`config.mk`:
```
export PLATFORM = sky130hd
export DESIGN_NAME = ifp_intc
export DESIGN_NICKNAME = d
export VERILOG_FILES = /design/src/inc/ifp_pkg.sv /design/src/design/ifp_intc.sv /design/src/design/ifp_wake_timer.sv
export SDC_FILE = /design/constraint.sdc
export NUM_CORES = 1
export LEC_CHECK = 0
export ABC_AREA = 1
export BUFFER_PORTS_ARGS = -buffer_cell sky130_fd_sc_hd__buf_4
export CAP_MARGIN = 40
export CORE_UTILIZATION = 35
export CTS_CLUSTER_DIAMETER = 50
export DETAILED_ROUTE_END_ITERATION = 7
export MAX_ROUTING_LAYER = met4
export SLEW_MARGIN = 10
export SYNTH_ARGS = -nofsm -noshare
export SYNTH_HDL_FRONTEND = slang
export SYNTH_SLANG_ARGS = --single-unit
```
`constraint.sdc`:
```
create_clock -name mclk -period 5.13 [get_ports mclk]
set_clock_uncertainty 0.05 [all_clocks]
set_input_delay 0.2565 -clock mclk [delete_from_list [all_inputs] [get_ports mclk]]
set_output_delay 0.2565 -clock mclk [all_outputs]
set_load 0.01 [all_outputs]
```
`src/inc/ifp_pkg.sv`:
```
/*
 package for the interrupt flag, enable and priority block: register map,
 field positions, reset values, system indices and wake timing.
 assumes 32-bit AXI4-Lite access, one register per aligned word.
*/
package ifp_pkg;
    // printed offsets run in steps of one, not four: they are indices, byte address is index times four
    localparam logic [15:0] PRIO_LOW_IDX = 16'hFF20;
    localparam logic [15:0] PRIO_HIGH_IDX = 16'hFF21;
    localparam logic [15:0] ENABLE_LOW_IDX = 16'hFF22;
    localparam logic [15:0] ENABLE_HIGH_IDX = 16'hFF23;
    localparam logic [15:0] FLAG_LOW_IDX = 16'hFF24;
    localparam logic [15:0] FLAG_HIGH_IDX = 16'hFF25;
    localparam logic [15:0] STANDBY_CTRL_IDX = 16'hFF26;
    localparam logic [15:0] IRQ_STATUS_IDX = 16'hFF27;
    localparam int ADDR_W = 18;
    localparam int NUM_SRC = 15;
    localparam int NUM_SYS = 6;
    // system indices, lower index wins at equal level
    localparam int SYS_PTIMER = 0;
    localparam int SYS_SKEY = 1;
    localparam int SYS_GKEY = 2;
    localparam int SYS_SERIAL = 3;
    localparam int SYS_STOPWATCH = 4;
    localparam int SYS_CLOCKTIMER = 5;
    // flag bit positions inside the low and high flag registers
    localparam int BIT_PT1 = 7;
    localparam int BIT_PT0 = 6;
    localparam int BIT_SKEY = 5;
    localparam int BIT_KEYH = 4;
    localparam int BIT_KEYL = 3;
    localparam int BIT_SERR = 2;
    localparam int BIT_SREC = 1;
    localparam int BIT_STRA = 0;
    localparam int BIT_SW100 = 6;
    localparam int BIT_SW10 = 5;
    localparam int BIT_SW1 = 4;
    localparam int BIT_TM32 = 3;
    localparam int BIT_TM8 = 2;
    localparam int BIT_TM2 = 1;
    localparam int BIT_TM1 = 0;
    // priority field positions
    localparam int PRI_PT_POS = 2;
    localparam int PRI_SKEY_POS = 0;
    localparam int PRI_GKEY_POS = 6;
    localparam int PRI_SER_POS = 4;
    localparam int PRI_SW_POS = 2;
    localparam int PRI_TM_POS = 0;
    localparam logic [7:0] REG_RESET = 8'h00;
    localparam logic [7:0] LOW_FLAG_MASK = 8'h7F;
    // standby control bits
    localparam int CTRL_HALT = 0;
    localparam int CTRL_SLEEP = 1;
    // wake wait in low-speed oscillator periods
    localparam int WAKE_OSC_PERIODS = 8192;
    localparam logic [1:0] RESP_OKAY = 2'b00;
    localparam logic [1:0] RESP_SLVERR = 2'b10;

    typedef enum logic [2:0] {
        IFP_RUN = 3'b001,
        IFP_HALT = 3'b010,
        IFP_SLEEP = 3'b100
    } ifp_state_t;

    // request toward the cpu core
    typedef struct packed {
        logic valid;
        logic [1:0] level;
        logic [2:0] system;
    } ifp_req_t;

    // peripheral event inputs, one pulse or level per source
    typedef struct packed {
        logic pt1_underflow;
        logic pt0_underflow;
        logic serial_rx_error;
        logic serial_rx_done;
        logic serial_tx_done;
        logic sw_100hz;
        logic sw_10hz;
        logic sw_1hz;
        logic tm_32hz;
        logic tm_8hz;
        logic tm_2hz;
        logic tm_1hz;
    } ifp_events_t;
endpackage

```
`src/design/ifp_intc.sv`:
```
/*
 interrupt flag, enable and priority block with halt and sleep standby.
 assumes event inputs synchronous to mclk, a 32-bit AXI4-Lite master,
 and a cpu core that compares the request level against its own mask.
*/
`timescale 1ns/1ps
// Function
// - fifteen sources in six systems
// - one enable bit per source flag
// - one shared priority per system
// - request needs flag, enable, level above mask
// - timer underflows set high bits seven, six
// - single key mismatch sets high bit five
// - key group halves set bits four, three
// - serial error, receive, transmit set bits two-zero
// - stopwatch falling edges set low bits six-four
// - clock timer rising edges set low bits three-zero
// - flags stay set until one written
// - reset clears all flags
// - enables readable, cleared at reset
// - halt ends on reset or any request
// - sleep ends on reset or key interrupt
// - sleep wake waits 8192 oscillator periods
// - priority field encodes level directly
// - reset sets all priorities to zero
// - fixed order breaks equal level ties
module ifp_intc (
    input wire logic mclk,
    input wire logic reset,
    input wire logic [17:0] s_axi_awaddr,
    input wire logic s_axi_awvalid,
    output logic s_axi_awready,
    input wire logic [31:0] s_axi_wdata,
    input wire logic [3:0] s_axi_wstrb,
    input wire logic s_axi_wvalid,
    output logic s_axi_wready,
    output logic [1:0] s_axi_bresp,
    output logic s_axi_bvalid,
    input wire logic s_axi_bready,
    input wire logic [17:0] s_axi_araddr,
    input wire logic s_axi_arvalid,
    output logic s_axi_arready,
    output logic [31:0] s_axi_rdata,
    output logic [1:0] s_axi_rresp,
    output logic s_axi_rvalid,
    input wire logic s_axi_rready,
    input wire ifp_pkg::ifp_events_t events,
    input wire logic single_key_input,
    input wire logic [3:0] upper_key_inputs,
    input wire logic [3:0] lower_key_inputs,
    input wire logic single_key_compare_bit,
    input wire logic [3:0] upper_key_compare_bits,
    input wire logic [3:0] lower_key_compare_bits,
    input wire logic cpu_mask_bit_low,
    input wire logic cpu_mask_bit_high,
    input wire logic low_osc_tick,
    output ifp_pkg::ifp_req_t cpu_req,
    output logic cpu_run,
    output logic periph_run
);
    logic [7:0] flags_low;
    logic [7:0] flags_high;
    logic [7:0] enable_low;
    logic [7:0] enable_high;
    logic [7:0] prio_low;
    logic [7:0] prio_high;
    logic [7:0] set_low;
    logic [7:0] set_high;
    logic [7:0] clr_low;
    logic [7:0] clr_high;
    logic [11:0] edge_prev;
    logic skey_prev;
    logic [3:0] ukey_prev;
    logic [3:0] lkey_prev;
    logic skey_mis;
    logic [3:0] ukey_mis;
    logic [3:0] lkey_mis;
    logic [1:0] sys_level [ifp_pkg::NUM_SYS];
    logic [ifp_pkg::NUM_SYS-1:0] sys_pend;
    logic [1:0] mask_level;
    ifp_pkg::ifp_req_t next_req;
    ifp_pkg::ifp_state_t state;
    ifp_pkg::ifp_state_t next_state;
    logic aw_held;
    logic w_held;
    logic [17:0] aw_addr;
    logic [31:0] w_data;
    logic [3:0] w_strb;
    logic wr_fire;
    logic [15:0] wr_idx;
    logic [15:0] rd_idx;
    logic [31:0] rd_word;
    logic rd_hit;
    logic wr_hit;
    logic wake_start;
    logic wake_busy;
    logic wake_done;
    logic key_req;
    logic standby_halt;
    logic standby_sleep;
    logic [11:0] ev_vec;
    logic [11:0] ev_edge;

    // previous samples for edge and mismatch change detection
    // reset loads the live event levels so no false or missed edge follows release
    assign ev_vec = events;
    always_ff @(posedge mclk) begin
        if (reset) begin
            edge_prev <= ev_vec;
            skey_prev <= 1'b0;
            ukey_prev <= 4'h0;
            lkey_prev <= 4'h0;
        end else begin
            edge_prev <= ev_vec;
            skey_prev <= skey_mis;
            ukey_prev <= ukey_mis;
            lkey_prev <= lkey_mis;
        end
    end

    // stopwatch bits fall-edge, clock timer bits rise-edge, others are pulses
    genvar gi;
    generate
        for (gi = 0; gi < 12; gi++) begin : g_edge
            if (gi >= 4 && gi <= 6) begin : g_fall
                assign ev_edge[gi] = edge_prev[gi] && !ev_vec[gi];
            end else if (gi < 4) begin : g_rise
                assign ev_edge[gi] = !edge_prev[gi] && ev_vec[gi];
            end else begin : g_pulse
                assign ev_edge[gi] = ev_vec[gi];
            end
        end
    endgenerate

    // key mismatch against the compare bits, flag on the onset
    assign skey_mis = single_key_input != single_key_compare_bit;
    assign ukey_mis = upper_key_inputs ^ upper_key_compare_bits;
    assign lkey_mis = lower_key_inputs ^ lower_key_compare_bits;

    // event to flag position mapping
    always_comb begin
        set_high = 8'h00;
        set_low = 8'h00;
        set_high[ifp_pkg::BIT_PT1] = ev_edge[11];
        set_high[ifp_pkg::BIT_PT0] = ev_edge[10];
        set_high[ifp_pkg::BIT_SKEY] = skey_mis && !skey_prev;
        set_high[ifp_pkg::BIT_KEYH] = |(ukey_mis & ~ukey_prev);
        set_high[ifp_pkg::BIT_KEYL] = |(lkey_mis & ~lkey_prev);
        set_high[ifp_pkg::BIT_SERR] = ev_edge[9];
        set_high[ifp_pkg::BIT_SREC] = ev_edge[8];
        set_high[ifp_pkg::BIT_STRA] = ev_edge[7];
        set_low[ifp_pkg::BIT_SW100] = ev_edge[6];
        set_low[ifp_pkg::BIT_SW10] = ev_edge[5];
        set_low[ifp_pkg::BIT_SW1] = ev_edge[4];
        set_low[ifp_pkg::BIT_TM32] = ev_edge[3];
        set_low[ifp_pkg::BIT_TM8] = ev_edge[2];
        set_low[ifp_pkg::BIT_TM2] = ev_edge[1];
        set_low[ifp_pkg::BIT_TM1] = ev_edge[0];
    end

    // write channel capture, address and data in either order
    assign s_axi_awready = !aw_held && !s_axi_bvalid;
    assign s_axi_wready = !w_held && !s_axi_bvalid;
    always_ff @(posedge mclk) begin
        if (reset) begin
            aw_held <= 1'b0;
            w_held <= 1'b0;
            aw_addr <= '0;
            w_data <= '0;
            w_strb <= 4'h0;
        end else if (wr_fire) begin
            aw_held <= 1'b0;
            w_held <= 1'b0;
        end else begin
            if (s_axi_awvalid && s_axi_awready) begin
                aw_held <= 1'b1;
                aw_addr <= s_axi_awaddr;
            end
            if (s_axi_wvalid && s_axi_wready) begin
                w_held <= 1'b1;
                w_data <= s_axi_wdata;
                w_strb <= s_axi_wstrb;
            end
        end
    end
    assign wr_fire = aw_held && w_held;
    assign wr_idx = aw_addr[17:2];
    assign wr_hit = wr_idx >= ifp_pkg::PRIO_LOW_IDX && wr_idx <= ifp_pkg::IRQ_STATUS_IDX;

    // write response one cycle after both halves are held
    always_ff @(posedge mclk) begin
        if (reset) begin
            s_axi_bvalid <= 1'b0;
            s_axi_bresp <= ifp_pkg::RESP_OKAY;
        end else if (wr_fire) begin
            s_axi_bvalid <= 1'b1;
            s_axi_bresp <= wr_hit ? ifp_pkg::RESP_OKAY : ifp_pkg::RESP_SLVERR;
        end else if (s_axi_bready) begin
            s_axi_bvalid <= 1'b0;
        end
    end

    // write-one-to-clear strobes, byte lane zero only
    assign clr_low = (wr_fire && w_strb[0] && wr_idx == ifp_pkg::FLAG_LOW_IDX) ? w_data[7:0] : 8'h00;
    assign clr_high = (wr_fire && w_strb[0] && wr_idx == ifp_pkg::FLAG_HIGH_IDX) ? w_data[7:0] : 8'h00;

    // sticky flags: set wins over clear, zero write keeps the flag
    always_ff @(posedge mclk) begin
        if (reset) begin
            flags_low <= ifp_pkg::REG_RESET;
            flags_high <= ifp_pkg::REG_RESET;
        end else if (!state[2]) begin
            flags_low <= ((flags_low & ~clr_low) | set_low) & ifp_pkg::LOW_FLAG_MASK;
            flags_high <= (flags_high & ~clr_high) | set_high;
        end else begin
            flags_high[ifp_pkg::BIT_SKEY] <= flags_high[ifp_pkg::BIT_SKEY] | set_high[ifp_pkg::BIT_SKEY];
            flags_high[ifp_pkg::BIT_KEYH] <= flags_high[ifp_pkg::BIT_KEYH] | set_high[ifp_pkg::BIT_KEYH];
            flags_high[ifp_pkg::BIT_KEYL] <= flags_high[ifp_pkg::BIT_KEYL] | set_high[ifp_pkg::BIT_KEYL];
        end
    end

    // enable and priority registers
    always_ff @(posedge mclk) begin
        if (reset) begin
            enable_low <= ifp_pkg::REG_RESET;
            enable_high <= ifp_pkg::REG_RESET;
            prio_low <= ifp_pkg::REG_RESET;
            prio_high <= ifp_pkg::REG_RESET;
        end else if (wr_fire && w_strb[0]) begin
            case (wr_idx)
                ifp_pkg::ENABLE_LOW_IDX: enable_low <= w_data[7:0] & ifp_pkg::LOW_FLAG_MASK;
                ifp_pkg::ENABLE_HIGH_IDX: enable_high <= w_data[7:0];
                ifp_pkg::PRIO_LOW_IDX: prio_low <= w_data[7:0];
                ifp_pkg::PRIO_HIGH_IDX: prio_high <= {4'h0, w_data[3:0]};
                default: ;
            endcase
        end
    end

    // per-system level and pending terms
    assign sys_level[ifp_pkg::SYS_PTIMER] = prio_high[ifp_pkg::PRI_PT_POS +: 2];
    assign sys_level[ifp_pkg::SYS_SKEY] = prio_high[ifp_pkg::PRI_SKEY_POS +: 2];
    assign sys_level[ifp_pkg::SYS_GKEY] = prio_low[ifp_pkg::PRI_GKEY_POS +: 2];
    assign sys_level[ifp_pkg::SYS_SERIAL] = prio_low[ifp_pkg::PRI_SER_POS +: 2];
    assign sys_level[ifp_pkg::SYS_STOPWATCH] = prio_low[ifp_pkg::PRI_SW_POS +: 2];
    assign sys_level[ifp_pkg::SYS_CLOCKTIMER] = prio_low[ifp_pkg::PRI_TM_POS +: 2];
    assign sys_pend[ifp_pkg::SYS_PTIMER] = |(flags_high[7:6] & enable_high[7:6]);
    assign sys_pend[ifp_pkg::SYS_SKEY] = flags_high[5] & enable_high[5];
    assign sys_pend[ifp_pkg::SYS_GKEY] = |(flags_high[4:3] & enable_high[4:3]);
    assign sys_pend[ifp_pkg::SYS_SERIAL] = |(flags_high[2:0] & enable_high[2:0]);
    assign sys_pend[ifp_pkg::SYS_STOPWATCH] = |(flags_low[6:4] & enable_low[6:4]);
    assign sys_pend[ifp_pkg::SYS_CLOCKTIMER] = |(flags_low[3:0] & enable_low[3:0]);
    assign mask_level = {cpu_mask_bit_high, cpu_mask_bit_low};

    // highest level wins, lower system index breaks ties
    always_comb begin
        next_req = '0;
        for (int s = ifp_pkg::NUM_SYS - 1; s >= 0; s--) begin
            if (sys_pend[s] && sys_level[s] > mask_level && sys_level[s] >= next_req.level) begin
                next_req.valid = 1'b1;
                next_req.level = sys_level[s];
                next_req.system = 3'(s);
            end
        end
    end

    // request register held for the core to sample at fetch
    always_ff @(posedge mclk) begin
        if (reset) begin
            cpu_req <= '0;
        end else begin
            cpu_req <= next_req;
        end
    end

    // standby requests from software, one-cycle commands
    assign standby_halt = wr_fire && w_strb[0] && wr_idx == ifp_pkg::STANDBY_CTRL_IDX
                          && w_data[ifp_pkg::CTRL_HALT];
    assign standby_sleep = wr_fire && w_strb[0] && wr_idx == ifp_pkg::STANDBY_CTRL_IDX
                           && w_data[ifp_pkg::CTRL_SLEEP];
    assign key_req = |(set_high[5:3] & enable_high[5:3]) || |(flags_high[5:3] & enable_high[5:3]);
    assign wake_start = state[2] && key_req && !wake_busy && !wake_done; // no restart on the wake edge

    // standby state machine
    always_comb begin
        next_state = state;
        case (state)
            ifp_pkg::IFP_RUN: begin
                if (standby_sleep) begin
                    next_state = ifp_pkg::IFP_SLEEP;
                end else if (standby_halt) begin
                    next_state = ifp_pkg::IFP_HALT;
                end
            end
            ifp_pkg::IFP_HALT: begin
                if (next_req.valid) begin
                    next_state = ifp_pkg::IFP_RUN;
                end
            end
            ifp_pkg::IFP_SLEEP: begin
                if (wake_done) begin
                    next_state = ifp_pkg::IFP_RUN;
                end
            end
            default: next_state = ifp_pkg::IFP_RUN;
        endcase
    end

    always_ff @(posedge mclk) begin
        if (reset) begin
            state <= ifp_pkg::IFP_RUN;
        end else begin
            state <= next_state;
        end
    end
    assign cpu_run = state[0];
    assign periph_run = !state[2];

    ifp_wake_timer #(
        .PERIODS(ifp_pkg::WAKE_OSC_PERIODS)
    ) u_wake (
        .mclk(mclk),
        .reset(reset),
        .start(wake_start),
        .osc_tick(low_osc_tick),
        .busy(wake_busy),
        .done(wake_done)
    );

    // read path, answer one cycle after address accepted
    assign rd_idx = s_axi_araddr[17:2];
    always_comb begin
        rd_word = 32'h0000_0000;
        rd_hit = 1'b1;
        case (rd_idx)
            ifp_pkg::PRIO_LOW_IDX: rd_word[7:0] = prio_low;
            ifp_pkg::PRIO_HIGH_IDX: rd_word[7:0] = prio_high;
            ifp_pkg::ENABLE_LOW_IDX: rd_word[7:0] = enable_low;
            ifp_pkg::ENABLE_HIGH_IDX: rd_word[7:0] = enable_high;
            ifp_pkg::FLAG_LOW_IDX: rd_word[7:0] = flags_low;
            ifp_pkg::FLAG_HIGH_IDX: rd_word[7:0] = flags_high;
            ifp_pkg::STANDBY_CTRL_IDX: rd_word[2:0] = state;
            ifp_pkg::IRQ_STATUS_IDX: rd_word[5:0] = {next_req.valid, next_req.level, next_req.system};
            default: rd_hit = 1'b0;
        endcase
    end
    assign s_axi_arready = !s_axi_rvalid;
    always_ff @(posedge mclk) begin
        if (reset) begin
            s_axi_rvalid <= 1'b0;
            s_axi_rdata <= 32'h0000_0000;
            s_axi_rresp <= ifp_pkg::RESP_OKAY;
        end else if (s_axi_arvalid && s_axi_arready) begin
            s_axi_rvalid <= 1'b1;
            s_axi_rdata <= rd_word;
            s_axi_rresp <= rd_hit ? ifp_pkg::RESP_OKAY : ifp_pkg::RESP_SLVERR;
        end else if (s_axi_rready) begin
            s_axi_rvalid <= 1'b0;
        end
    end

    a_flag_set_wins: assert property (@(posedge mclk) disable iff (reset)
        (set_high[ifp_pkg::BIT_PT1] && !state[2]) |=> flags_high[ifp_pkg::BIT_PT1])
        else $error("flag event lost");
    a_flag_clear_one: assert property (@(posedge mclk) disable iff (reset)
        (clr_low[0] && !set_low[0] && !state[2]) |=> !flags_low[0])
        else $error("flag not cleared by one");
    a_req_above_mask: assert property (@(posedge mclk) disable iff (reset)
        cpu_req.valid |-> $past(next_req.level) > $past(mask_level))
        else $error("request at or below mask");
    a_level_zero_quiet: assert property (@(posedge mclk) disable iff (reset)
        (prio_low == 8'h00 && prio_high == 8'h00) |=> !cpu_req.valid)
        else $error("level zero raised request");
    a_halt_exit: assert property (@(posedge mclk) disable iff (reset)
        (state == ifp_pkg::IFP_HALT && next_req.valid) |=> state == ifp_pkg::IFP_RUN)
        else $error("halt not left on request");
    a_sleep_holds: assert property (@(posedge mclk) disable iff (reset)
        (state == ifp_pkg::IFP_SLEEP && !wake_done) |=> state == ifp_pkg::IFP_SLEEP)
        else $error("sleep left without wake");
    a_tm_rise: assert property (@(posedge mclk) disable iff (reset)
        ($rose(events.tm_1hz) && !state[2]) |=> flags_low[ifp_pkg::BIT_TM1])
        else $error("clock timer edge missed");
    a_sw_fall: assert property (@(posedge mclk) disable iff (reset)
        ($fell(events.sw_1hz) && !state[2]) |=> flags_low[ifp_pkg::BIT_SW1])
        else $error("stopwatch edge missed");
endmodule // ifp_intc

```
`src/design/ifp_wake_timer.sv`:
```
/*
 wake wait counter: counts rising edges of the low-speed oscillator tick
 after a sleep wake-up and reports done. assumes osc_tick is a one-cycle
 pulse synchronous to mclk.
*/
`timescale 1ns/1ps
module ifp_wake_timer #(
    parameter int PERIODS = ifp_pkg::WAKE_OSC_PERIODS
) (
    input wire logic mclk,
    input wire logic reset,
    input wire logic start,
    input wire logic osc_tick,
    output logic busy,
    output logic done
);
    logic [13:0] count;

    // counts oscillator ticks while busy
    always_ff @(posedge mclk) begin
        if (reset) begin
            count <= '0;
            busy <= 1'b0;
            done <= 1'b0;
        end else begin
            done <= 1'b0;
            if (start && !busy) begin
                busy <= 1'b1;
                count <= '0;
            end else if (busy && osc_tick) begin
                if (count == 14'(PERIODS - 1)) begin
                    busy <= 1'b0;
                    done <= 1'b1;
                end else begin
                    count <= count + 14'h0001;
                end
            end
        end
    end

    a_wait_length: assert property (@(posedge mclk) disable iff (reset)
        done |-> $past(count) == 14'(PERIODS - 1))
        else $error("wake wait ended early");
endmodule // ifp_wake_timer

```
==> results of run 1 <==
==> registers in the layout (all words and copies together) (netlist names), 6 cells and up <==
register and cells:
aw_addr 16, u_wake.count 14, enable_high 8, flags_high 8, prio_low 8, s_axi_rdata 8, w_data 8, edge_prev 7
enable_low 7, flags_low 7, cpu_req 6
==> routing by layer <==
| metal | up-vias | routed length [um] | global-route usage [%] |
|---|---|---|---|
| met4 | 0 | 369 | 6.99 |
| met3 | 30 | 1060 | 4.08 |
| li1 | 3120 | - | - |
| met5 | - | 0 | - |
| met2 | 202 | 8020 | 31.7 |
| met1 | 2778 | 8240 | 25.9 |
==> cells in the final DEF, fill, tap and decap left out, drive strengths merged, types with 9 or more instances in the layout <==
| cell type | n |
|---|---|
| nand3 | 31 |
| nand3b | 9 |
| conb | 26 |
| o21ai | 63 |
| a21oi | 63 |
| a211oi | 21 |
| nand4 | 13 |
| buf | 188 |
| xnor2 | 9 |
| nand2 | 137 |
| dfxtp | 122 |
| nor2 | 118 |
| ha | 20 |
| inv | 101 |
| nor3 | 20 |
| clkbuf | 22 |
==> cells by family (layout without fill, tap and decap cells) <==
kind of cell	Yosys count	count (layout)	synth area share, %
and+or+nand+nor	340	340	25.3
AOI/OAI and AO/OA	185	185	18.7
buffers and inverters	150	329	10.8
DFF	122	122	39.2
adders and majority gates	20	20	4.02
xor gates and xnor gates	14	14	1.97
other	1	26	0.0602
==> what timing repair did <==
item,in CTS,in global routing
pin swaps,27,38
resized for setup,21,44
cloned,0,0
hold endpoints to repair,7,0
setup buffers,41,7
hold buffers,7,0
setup endpoints to repair,15,15
==> path summary, 6_finish.rpt <==
path | start | end | slack, ns | cells after the start
max reg2reg | prio_low[0]$_SDFFE_PP0P_ | s_axi_rdata[0]$_SDFFE_PP0P_ | -0.20 | 42
max | prio_low[0]$_SDFFE_PP0P_ | s_axi_rdata[0]$_SDFFE_PP0P_ | -0.20 | 42
min | s_axi_bready | s_axi_bvalid$_SDFFE_PP0P_ | 0.05 | 4
min reg2reg | s_axi_rdata[1]$_SDFFE_PP0P_ | s_axi_rdata[1]$_SDFFE_PP0P_ | 0.43 | 2
==> critical path: cells and delay by family, from the launching register on <==
kind                     cells  cell delay [ns]
AO/OA/AOI/OAI                5             0.64
adder cells (fa/ha/maj)      2             0.44
buffers and inverters       27             3.07
flip-flops                   1             0.32
AND/OR/NAND/NOR              8             0.73
==> area by class of cell <==
type                            instances  area, um^2  share of cell area [%]
Clock inverter                          8         120                    1.38
Multi-Input combinational cell        585        3510                    40.2
Inverter                              104         402                    4.60
Timing Repair Buffer                  195        1500                    17.2
Tap cell                              225         282                    3.22
Sequential cell                       122        2440                    28.0
Clock buffer                           22         464                    5.32
==> where the power goes <==
part	switching [mW]	internal, mW	leakage (nW)
clock network	0.413	0.781	0.282
logic	0.131	0.101	2.45
registers	0.0291	0.992	1.00
total	0.573	1.87	3.73
==> per-stage QoR <==
stage	setup slack, ns	hold slack (ns)	util, %	cells	total power, mW
after floorplan	-0.100	0.234	-	857	1.18
after global placement	-0.289	0.324	43.0	1177	1.26
after detailed placement	-0.419	0.324	43.0	1178	1.27
after CTS	-0.0937	0.0325	49.0	1256	2.46
after global routing	-0.528	0.0407	50.3	1261	2.55
final	-0.202	0.0461	50.3	1261	2.45
==> run metrics, run 1 <==
Seq/Total Area, Yosys 39.2%; Max Cap Viol 0; initial drt markers 302; worst setup margin -0.202 ns; dominant cell type by area after synthesis dfxtp_1; Placed Instance Area 0.00746 mm^2; Final Cycle Share 104%; count leader, synth dfxtp_1; Post-synth EDFFs 0; outcome finished with violations; vias in the first global route 5683; antenna viol nets, final 0; Nets 1157; Largest stage delay, worst path 0.32 ns; max-slew violation count 0; total power divided by cell area 280 mW/mm^2; kind of start point of the critical path register; Crit path top cell by count buf_4; CP Class register to register; Yosys Warn Count 0; layout cell share with drive strength beyond 1 33.0%; Die Span Y 135 um; Num Clock Sinks 122; Area contributors post-synth dfxtp_1 (39%), nand2_1 (7.3%), nor2_1 (6.6%); post-synthesis register bit count 122; # setup viols final 15; routability congestion estimate 0.908; GRT Residual Overflow 0; Unique masters post-synth 56; hpwl dp 12600 um; path category of the worst min-delay check input pin to register; Worst EP arrival 5.62 ns; post-route cell area 0.00873 mm^2; CTS Buffer Depth 2; die area 0.0183 mm^2; cell area after synthesis 0.00623 mm^2; starting density of the core 35.9%; DRC Markers 0; RSZ-0062 raised after global routing true; asr flop ratio synth 0%; Clock Pin Slew Worst Setup and Hold Paths 0.06 ns; CTS H-tree depth 4; CTS tree built; Syn Inst Count 832; crit end category register; fill count 1666; root buf cell clkbuf_16; Max FO, Critical Path 3; largest net degree at the start of global routing 59; WL final 17700 um; setup_tns -1.73 ns; measured slew at the worst slew-check pin 0.918 ns; most instantiated cells after synthesis dfxtp_1 (122), nand2_1 (121), nor2_1 (110), inv_1 (87), a21oi_1 (59); FP Rows 48; endpoints failing hold 0; ANT cells 0; Fmax 188 MHz; first-pass GRT wire length 27900 um; total CTS buffers 17; core area 0.0174 mm^2; Worst-Skew Late Latency 0.41 ns; violated checks setup timing; VDD IR max 262 uV; Leakage 3.73 nW; drt wl/cell 14.0 um; via count 6130; die extent in x 135 um; Tmin final 5.33 ns; IO Pins 161; Port Buf Inserts 103; DR vias/cell 4.86; relative slew slack 38.5%; syn avg cell area 7.49 um^2; ys flop type dfxtp_1; initial antenna violation count 0; 1st-pass router iterations 4; slowest CP cell dfxtp_2; GR Util All Layers 20.3%; worst path required time 5.42 ns; Syn-to-layout area delta 40.1%; post-synth top area share 39.2%
Note: power is estimated with default switching activity, not from simulation.
==> run 2: changes to the inputs <==
--- a/config.mk
+++ b/config.mk
@@ -16,3 +16,4 @@
 export SYNTH_ARGS = -nofsm -noshare
 export SYNTH_HDL_FRONTEND = slang
 export SYNTH_SLANG_ARGS = --single-unit
+export TNS_END_PERCENT = 30
==> run metrics, run 2 (synthesis gave the netlist of run 1 again) <==
outcome finished with violations; violated checks setup timing; CP Class register to register; GR Util All Layers 20.6% (+0.35 points); Num Clock Sinks 122 (unchanged); Fmax 181 MHz (-3.6%); via count 6092 (-0.62%); slowest CP cell dfxtp_4; Max Cap Viol 0 (unchanged); total power divided by cell area 282 mW/mm^2 (+0.52%); Die Span Y 135 um (unchanged); GRT Residual Overflow 0 (unchanged); post-place setup slack -0.405 ns (+0.0143 ns); Final Cycle Share 108% (+3.9 points); worst path required time 5.43 ns (about the same); Worst EP arrival 5.83 ns (+0.21 ns); Tmin final 5.53 ns (+0.202 ns); Worst-Skew Late Latency 0.42 ns (about the same); Crit path top cell by count buf_4; hpwl dp 12600 um (about the same); routability congestion estimate 0.909 (+0.15%); IO Pins 161 (unchanged); fin cells 1264 (+0.24%); DR vias/cell 4.82 (-0.86%); Top Registers aw_addr x16, u_wake.count x14; antenna viol nets, final 0 (unchanged); drt wl/cell 14.1 um (+0.25%); starting density of the core 35.9% (unchanged); die extent in x 135 um (unchanged); Max FO, Critical Path 4 (+1); Design Power 2.43 mW (-0.78%); vias in the first global route 5749 (+1.2%); Placed Instance Area 0.00746 mm^2 (about the same); layout cell share with drive strength beyond 1 31.3% (-1.7 points); core area 0.0174 mm^2 (unchanged); worst setup margin -0.404 ns (-0.202 ns); initial drt markers 316 (+4.6%); Largest Register aw_addr; Largest stage delay, worst path 0.36 ns (+0.04 ns); CTS H-tree depth 4 (unchanged); measured slew at the worst slew-check pin 0.893 ns (-0.0255 ns); most frequent cells in the layout buf_4 (188), dfxtp_1 (120), nand2_1 (112); first-pass GRT wire length 28200 um (+1.1%); max-slew violation count 0 (unchanged); Nets 1159 (+0.17%); FP Rows 48 (unchanged); fill count 1689 (+1.4%); die area 0.0183 mm^2 (unchanged); Clock Pin Slew Worst Setup and Hold Paths 0.05 ns (about the same); ANT cells 0 (unchanged); root buf cell clkbuf_16; DP Cell Count 1177 (-0.085%); post-route cell area 0.00862 mm^2 (-1.3%); WL final 17800 um (+0.49%); path category of the worst min-delay check input pin to register; CTS Buffer Depth 2 (unchanged); relative slew slack 40.2% (+1.7 points); Syn-to-layout area delta 38.3%; total CTS buffers 17 (unchanged); DRC Markers 0 (unchanged); endpoints failing hold 0 (unchanged); initial antenna violation count 0 (unchanged); Leakage 3.73 nW (about the same); # setup viols final 15 (unchanged); RSZ-0062 raised after global routing true; Port Buf Inserts 103 (unchanged); 1st-pass router iterations 5 (+1); CTS tree built; VDD IR max 269 uV (+2.7%); kind of start point of the critical path register; most common cell after layout, fill and taps aside buf_4; max FFs per register 16 (unchanged); largest net degree at the start of global routing 59 (unchanged); crit end category register
-- run 2: changes by cell type in the layout (fill, tap and decap cells not counted), moves of 4 or more --
cell,before,now
nand2_1,103,112
nand2_2,27,20
buf_4,182,188
inv_1,75,80
buf_6,6,2
inv_2,23,19
-- run 2: through the flow --
stage | setup TNS (ns) | utilization [%] | hold WS [ns]
final | -3.58 | 49.6 | 0.0332
after global placement | -3.48 | 42.9 | 0.323
after detailed placement | -5.32 | 43.0 | 0.325
after CTS | -1.59 | 49.2 | 0.0213
after global routing | -8.20 | 49.6 | 0.0407
after floorplan | -0.524 | - | 0.234
-- run 2: final cells by class --
type	instances	area, um^2	area share [%]
Clock buffer	23	488	5.66
Multi-Input combinational cell	585	3400	39.5
Clock inverter	8	92.6	1.07
Inverter	104	399	4.63
Sequential cell	122	2450	28.4
Tap cell	225	282	3.27
Timing Repair Buffer	197	1500	17.5
-- run 2: where the power goes --
part | leakage, nW | switching, mW | internal (mW)
clock | 0.289 | 0.416 | 0.759
sequential | 1.00 | 0.0303 | 0.992
combinational | 2.44 | 0.130 | 0.102
total | 3.73 | 0.576 | 1.85
-- run 2: path summary, 6_finish.rpt --
kind	depth (start not counted)	endpoint	slack, ns	start
worst max-delay path	42	s_axi_rdata[0]$_SDFFE_PP0P_	-0.40	prio_low[1]$_SDFFE_PP0P_
worst min-delay path	4	s_axi_bvalid$_SDFFE_PP0P_	0.03	s_axi_bready
worst max register to register	42	s_axi_rdata[0]$_SDFFE_PP0P_	-0.40	prio_low[1]$_SDFFE_PP0P_
worst min register to register	2	s_axi_rdata[3]$_SDFFE_PP0P_	0.41	s_axi_rdata[3]$_SDFFE_PP0P_
-- run 2: what timing repair did --
item | 4_1_cts | 5_1_grt
endpoints found under the hold margin | 7 | 0
buffers inserted | 45 | 4
pin swaps | 30 | 9
endpoints found under the setup margin | 15 | 15
hold buffers | 7 | 0
gates cloned | 0 | 0
gates resized for setup | 22 | 11
-- run 2: critical path: cells and delay by family, from the launching register on --
kind | cells | cell delay [ns]
compound gates | 5 | 0.62
simple gates | 8 | 0.70
fa+ha+maj | 2 | 0.52
buf+inv | 27 | 3.22
flops | 1 | 0.36
-- run 2: layer usage --
| layer | share of wire, % | global-route usage (%) | routed length [um] | vias to the layer above |
|---|---|---|---|---|
| met5 | 0 | - | 0 | - |
| met4 | 3.8 | 11.9 | 673 | 0 |
| met3 | 5.9 | 4.30 | 1040 | 54 |
| met2 | 45 | 31.9 | 7950 | 225 |
| met1 | 46 | 24.8 | 8110 | 2693 |
| li1 | - | - | - | 3120 |
==> run 3: changes to the inputs <==
--- a/config.mk
+++ b/config.mk
@@ -6,12 +6,13 @@
 export NUM_CORES = 1
 export LEC_CHECK = 0
 export ABC_AREA = 1
-export BUFFER_PORTS_ARGS = -buffer_cell sky130_fd_sc_hd__buf_4
+export BUFFER_PORTS_ARGS = -buffer_cell sky130_fd_sc_hd__clkbuf_2
 export CAP_MARGIN = 40
-export CORE_UTILIZATION = 35
+export CORE_UTILIZATION = 40
 export CTS_CLUSTER_DIAMETER = 50
 export DETAILED_ROUTE_END_ITERATION = 7
 export MAX_ROUTING_LAYER = met4
+export PLACE_DENSITY = 0.66
 export SLEW_MARGIN = 10
 export SYNTH_ARGS = -nofsm -noshare
 export SYNTH_HDL_FRONTEND = slang
==> run metrics, run 3 (synthesis gave the netlist of run 1 again) <==
violated checks setup timing; Crit path top cell by count buf_4; FP Rows 45 (-6.3%); register area 0.00245 mm^2 (unchanged); DRC Markers 0 (unchanged); Final Cycle Share 109% (+0.78 points); RSZ-0062 raised after global routing true; GR Util All Layers 24.7% (+4.0 points); root buf cell clkbuf_16; VDD IR max 255 uV (-5.0%); most common cell after layout, fill and taps aside dfxtp_1; crit end category register; post-route cell area 0.00861 mm^2 (about the same); final hold slack 0.0346 ns (+0.00147 ns); core area 0.0152 mm^2 (-12%); most frequent cells in the layout dfxtp_1 (120), buf_4 (112), nor2_1 (108); GRT Residual Overflow 0 (unchanged); Max Cap Viol 0 (unchanged); fill count 1381 (-18%); ANT cells 0 (unchanged); Nets 1187 (+2.4%); Die Span Y 127 um (-6.4%); endpoints failing hold 0 (unchanged); WL final 19000 um (+7.1%); worst setup margin -0.444 ns (-0.0401 ns); hold-critical path depth 4 (unchanged); post-place setup slack -0.410 ns (-0.00498 ns); hpwl dp 12400 um (-2.0%); CTS tree built; CP Class register to register; DR vias/cell 5.10 (+5.8%); routability congestion estimate 0.945 (+3.9%); worst path required time 5.42 ns (about the same); Port Buf Inserts 103 (unchanged); Largest Register aw_addr; initial antenna violation count 0 (unchanged); CTS H-tree depth 4 (unchanged); # setup viols final 15 (unchanged); 1st-pass router iterations 5 (unchanged); die area 0.0161 mm^2 (-12%); Worst EP arrival 5.86 ns (+0.03 ns); CTS Buffer Depth 2 (unchanged); Syn-to-layout area delta 38.2% (about the same); Tmin final 5.57 ns (+0.0401 ns); first-pass GRT wire length 30000 um (+6.5%); Largest stage delay, worst path 0.36 ns (about the same); fin cells 1255 (-0.71%); worst-case reg-to-reg path depth 41 (-2.4%); max FFs per register 16 (unchanged); kind of start point of the critical path register; area occupied by multi-input gates 0.00348 mm^2 (+2.4%); Fmax 179 MHz (-0.72%); Max FO, Critical Path 3 (-1); starting density of the core 41.0% (+5.1 points); Num Clock Sinks 122 (unchanged); initial drt markers 361 (+14%); Top Registers aw_addr x16, u_wake.count x14; path category of the worst min-delay check input pin to register; via count 6401 (+5.1%); Leakage 3.78 nW (+1.4%); slowest CP cell dfxtp_4; outcome finished with violations; largest net degree at the start of global routing 59 (unchanged); layout cell share with drive strength beyond 1 33.7% (+2.5 points); DP Cell Count 1135 (-3.6%); antenna viol nets, final 0 (unchanged); Placed Instance Area 0.00712 mm^2 (-4.6%); total power divided by cell area 280 mW/mm^2 (-0.71%); drt wl/cell 15.2 um (+7.9%); Clock Pin Slew Worst Setup and Hold Paths 0.06 ns (about the same); measured slew at the worst slew-check pin 0.880 ns (-0.0128 ns); max-slew violation count 0 (unchanged); vias in the first global route 6161 (+7.2%); total CTS buffers 17 (unchanged); IO Pins 161 (unchanged); relative slew slack 41.0% (+0.86 points); Worst-Skew Late Latency 0.42 ns (about the same); die extent in x 127 um (-6.4%)
run 3: changes by cell type in the layout (fill, tap and decap cells not counted), moves of 4 or more:
cell / previous run / this run
clkbuf_2: 0 / 103
buf_4: 188 / 112
nand2_1: 112 / 104
nand2_2: 20 / 24
nand2_4: 5 / 9
run 3: report_power, final:
| group | switching [mW] | internal [mW] | leakage, nW |
|---|---|---|---|
| Combinational | 0.133 | 0.0816 | 2.50 |
| Clock | 0.412 | 0.760 | 0.282 |
| Sequential | 0.0303 | 0.992 | 1.00 |
run 3: area by class of cell:
class / count / area share, %
Clock buffer: 24 / 5.71
Multi-Input combinational cell: 585 / 40.5
Clock inverter: 7 / 1.05
Tap cell: 188 / 2.73
Inverter: 104 / 4.66
Sequential cell: 122 / 28.4
Timing Repair Buffer: 225 / 17.0
run 3: repair_timing:
item	CTS	global route
endpoints found under the hold margin	7	0
gates resized for setup	17	34
setup buffers	79	4
pin swaps	25	33
hold buffers	7	0
endpoints found under the setup margin	15	15
run 3: metrics by stage:
stage	utilization [%]	TNS, ns	total power [mW]
after floorplan	-	-0.524	1.18
after detailed placement	46.8	-5.21	1.25
after CTS	55.5	-0.679	2.42
final	56.6	-4.93	2.41
after global routing	56.6	-8.30	2.50
after global placement	46.8	-3.30	1.24
run 3: final timing paths:
kind                               start                          end  slack [ns]
max             prio_low[1]$_SDFFE_PP0P_  s_axi_rdata[0]$_SDFFE_PP0P_       -0.44
min                         s_axi_bready    s_axi_bvalid$_SDFFE_PP0P_        0.03
min reg2reg  s_axi_rdata[4]$_SDFFE_PP0P_  s_axi_rdata[4]$_SDFFE_PP0P_        0.42
max reg2reg     prio_low[1]$_SDFFE_PP0P_  s_axi_rdata[0]$_SDFFE_PP0P_       -0.44
run 3: worst max-delay path, delay by kind of cell (launching register included):
kind                     cells  cell delay, ns
flip-flops                   1            0.36
AO/OA/AOI/OAI                5            0.70
buffers and inverters       31            3.79
adder cells (fa/ha/maj)      1            0.25
AND/OR/NAND/NOR              4            0.33
run 3: routing by layer:
layer / vias up / track usage (%) / share of wire (%)
met5: - / - / 0
met4: 0 / 11.7 / 4.2
met3: 62 / 5.78 / 6.8
met2: 278 / 39.4 / 46
met1: 2887 / 29.4 / 43
li1: 3174 / - / -
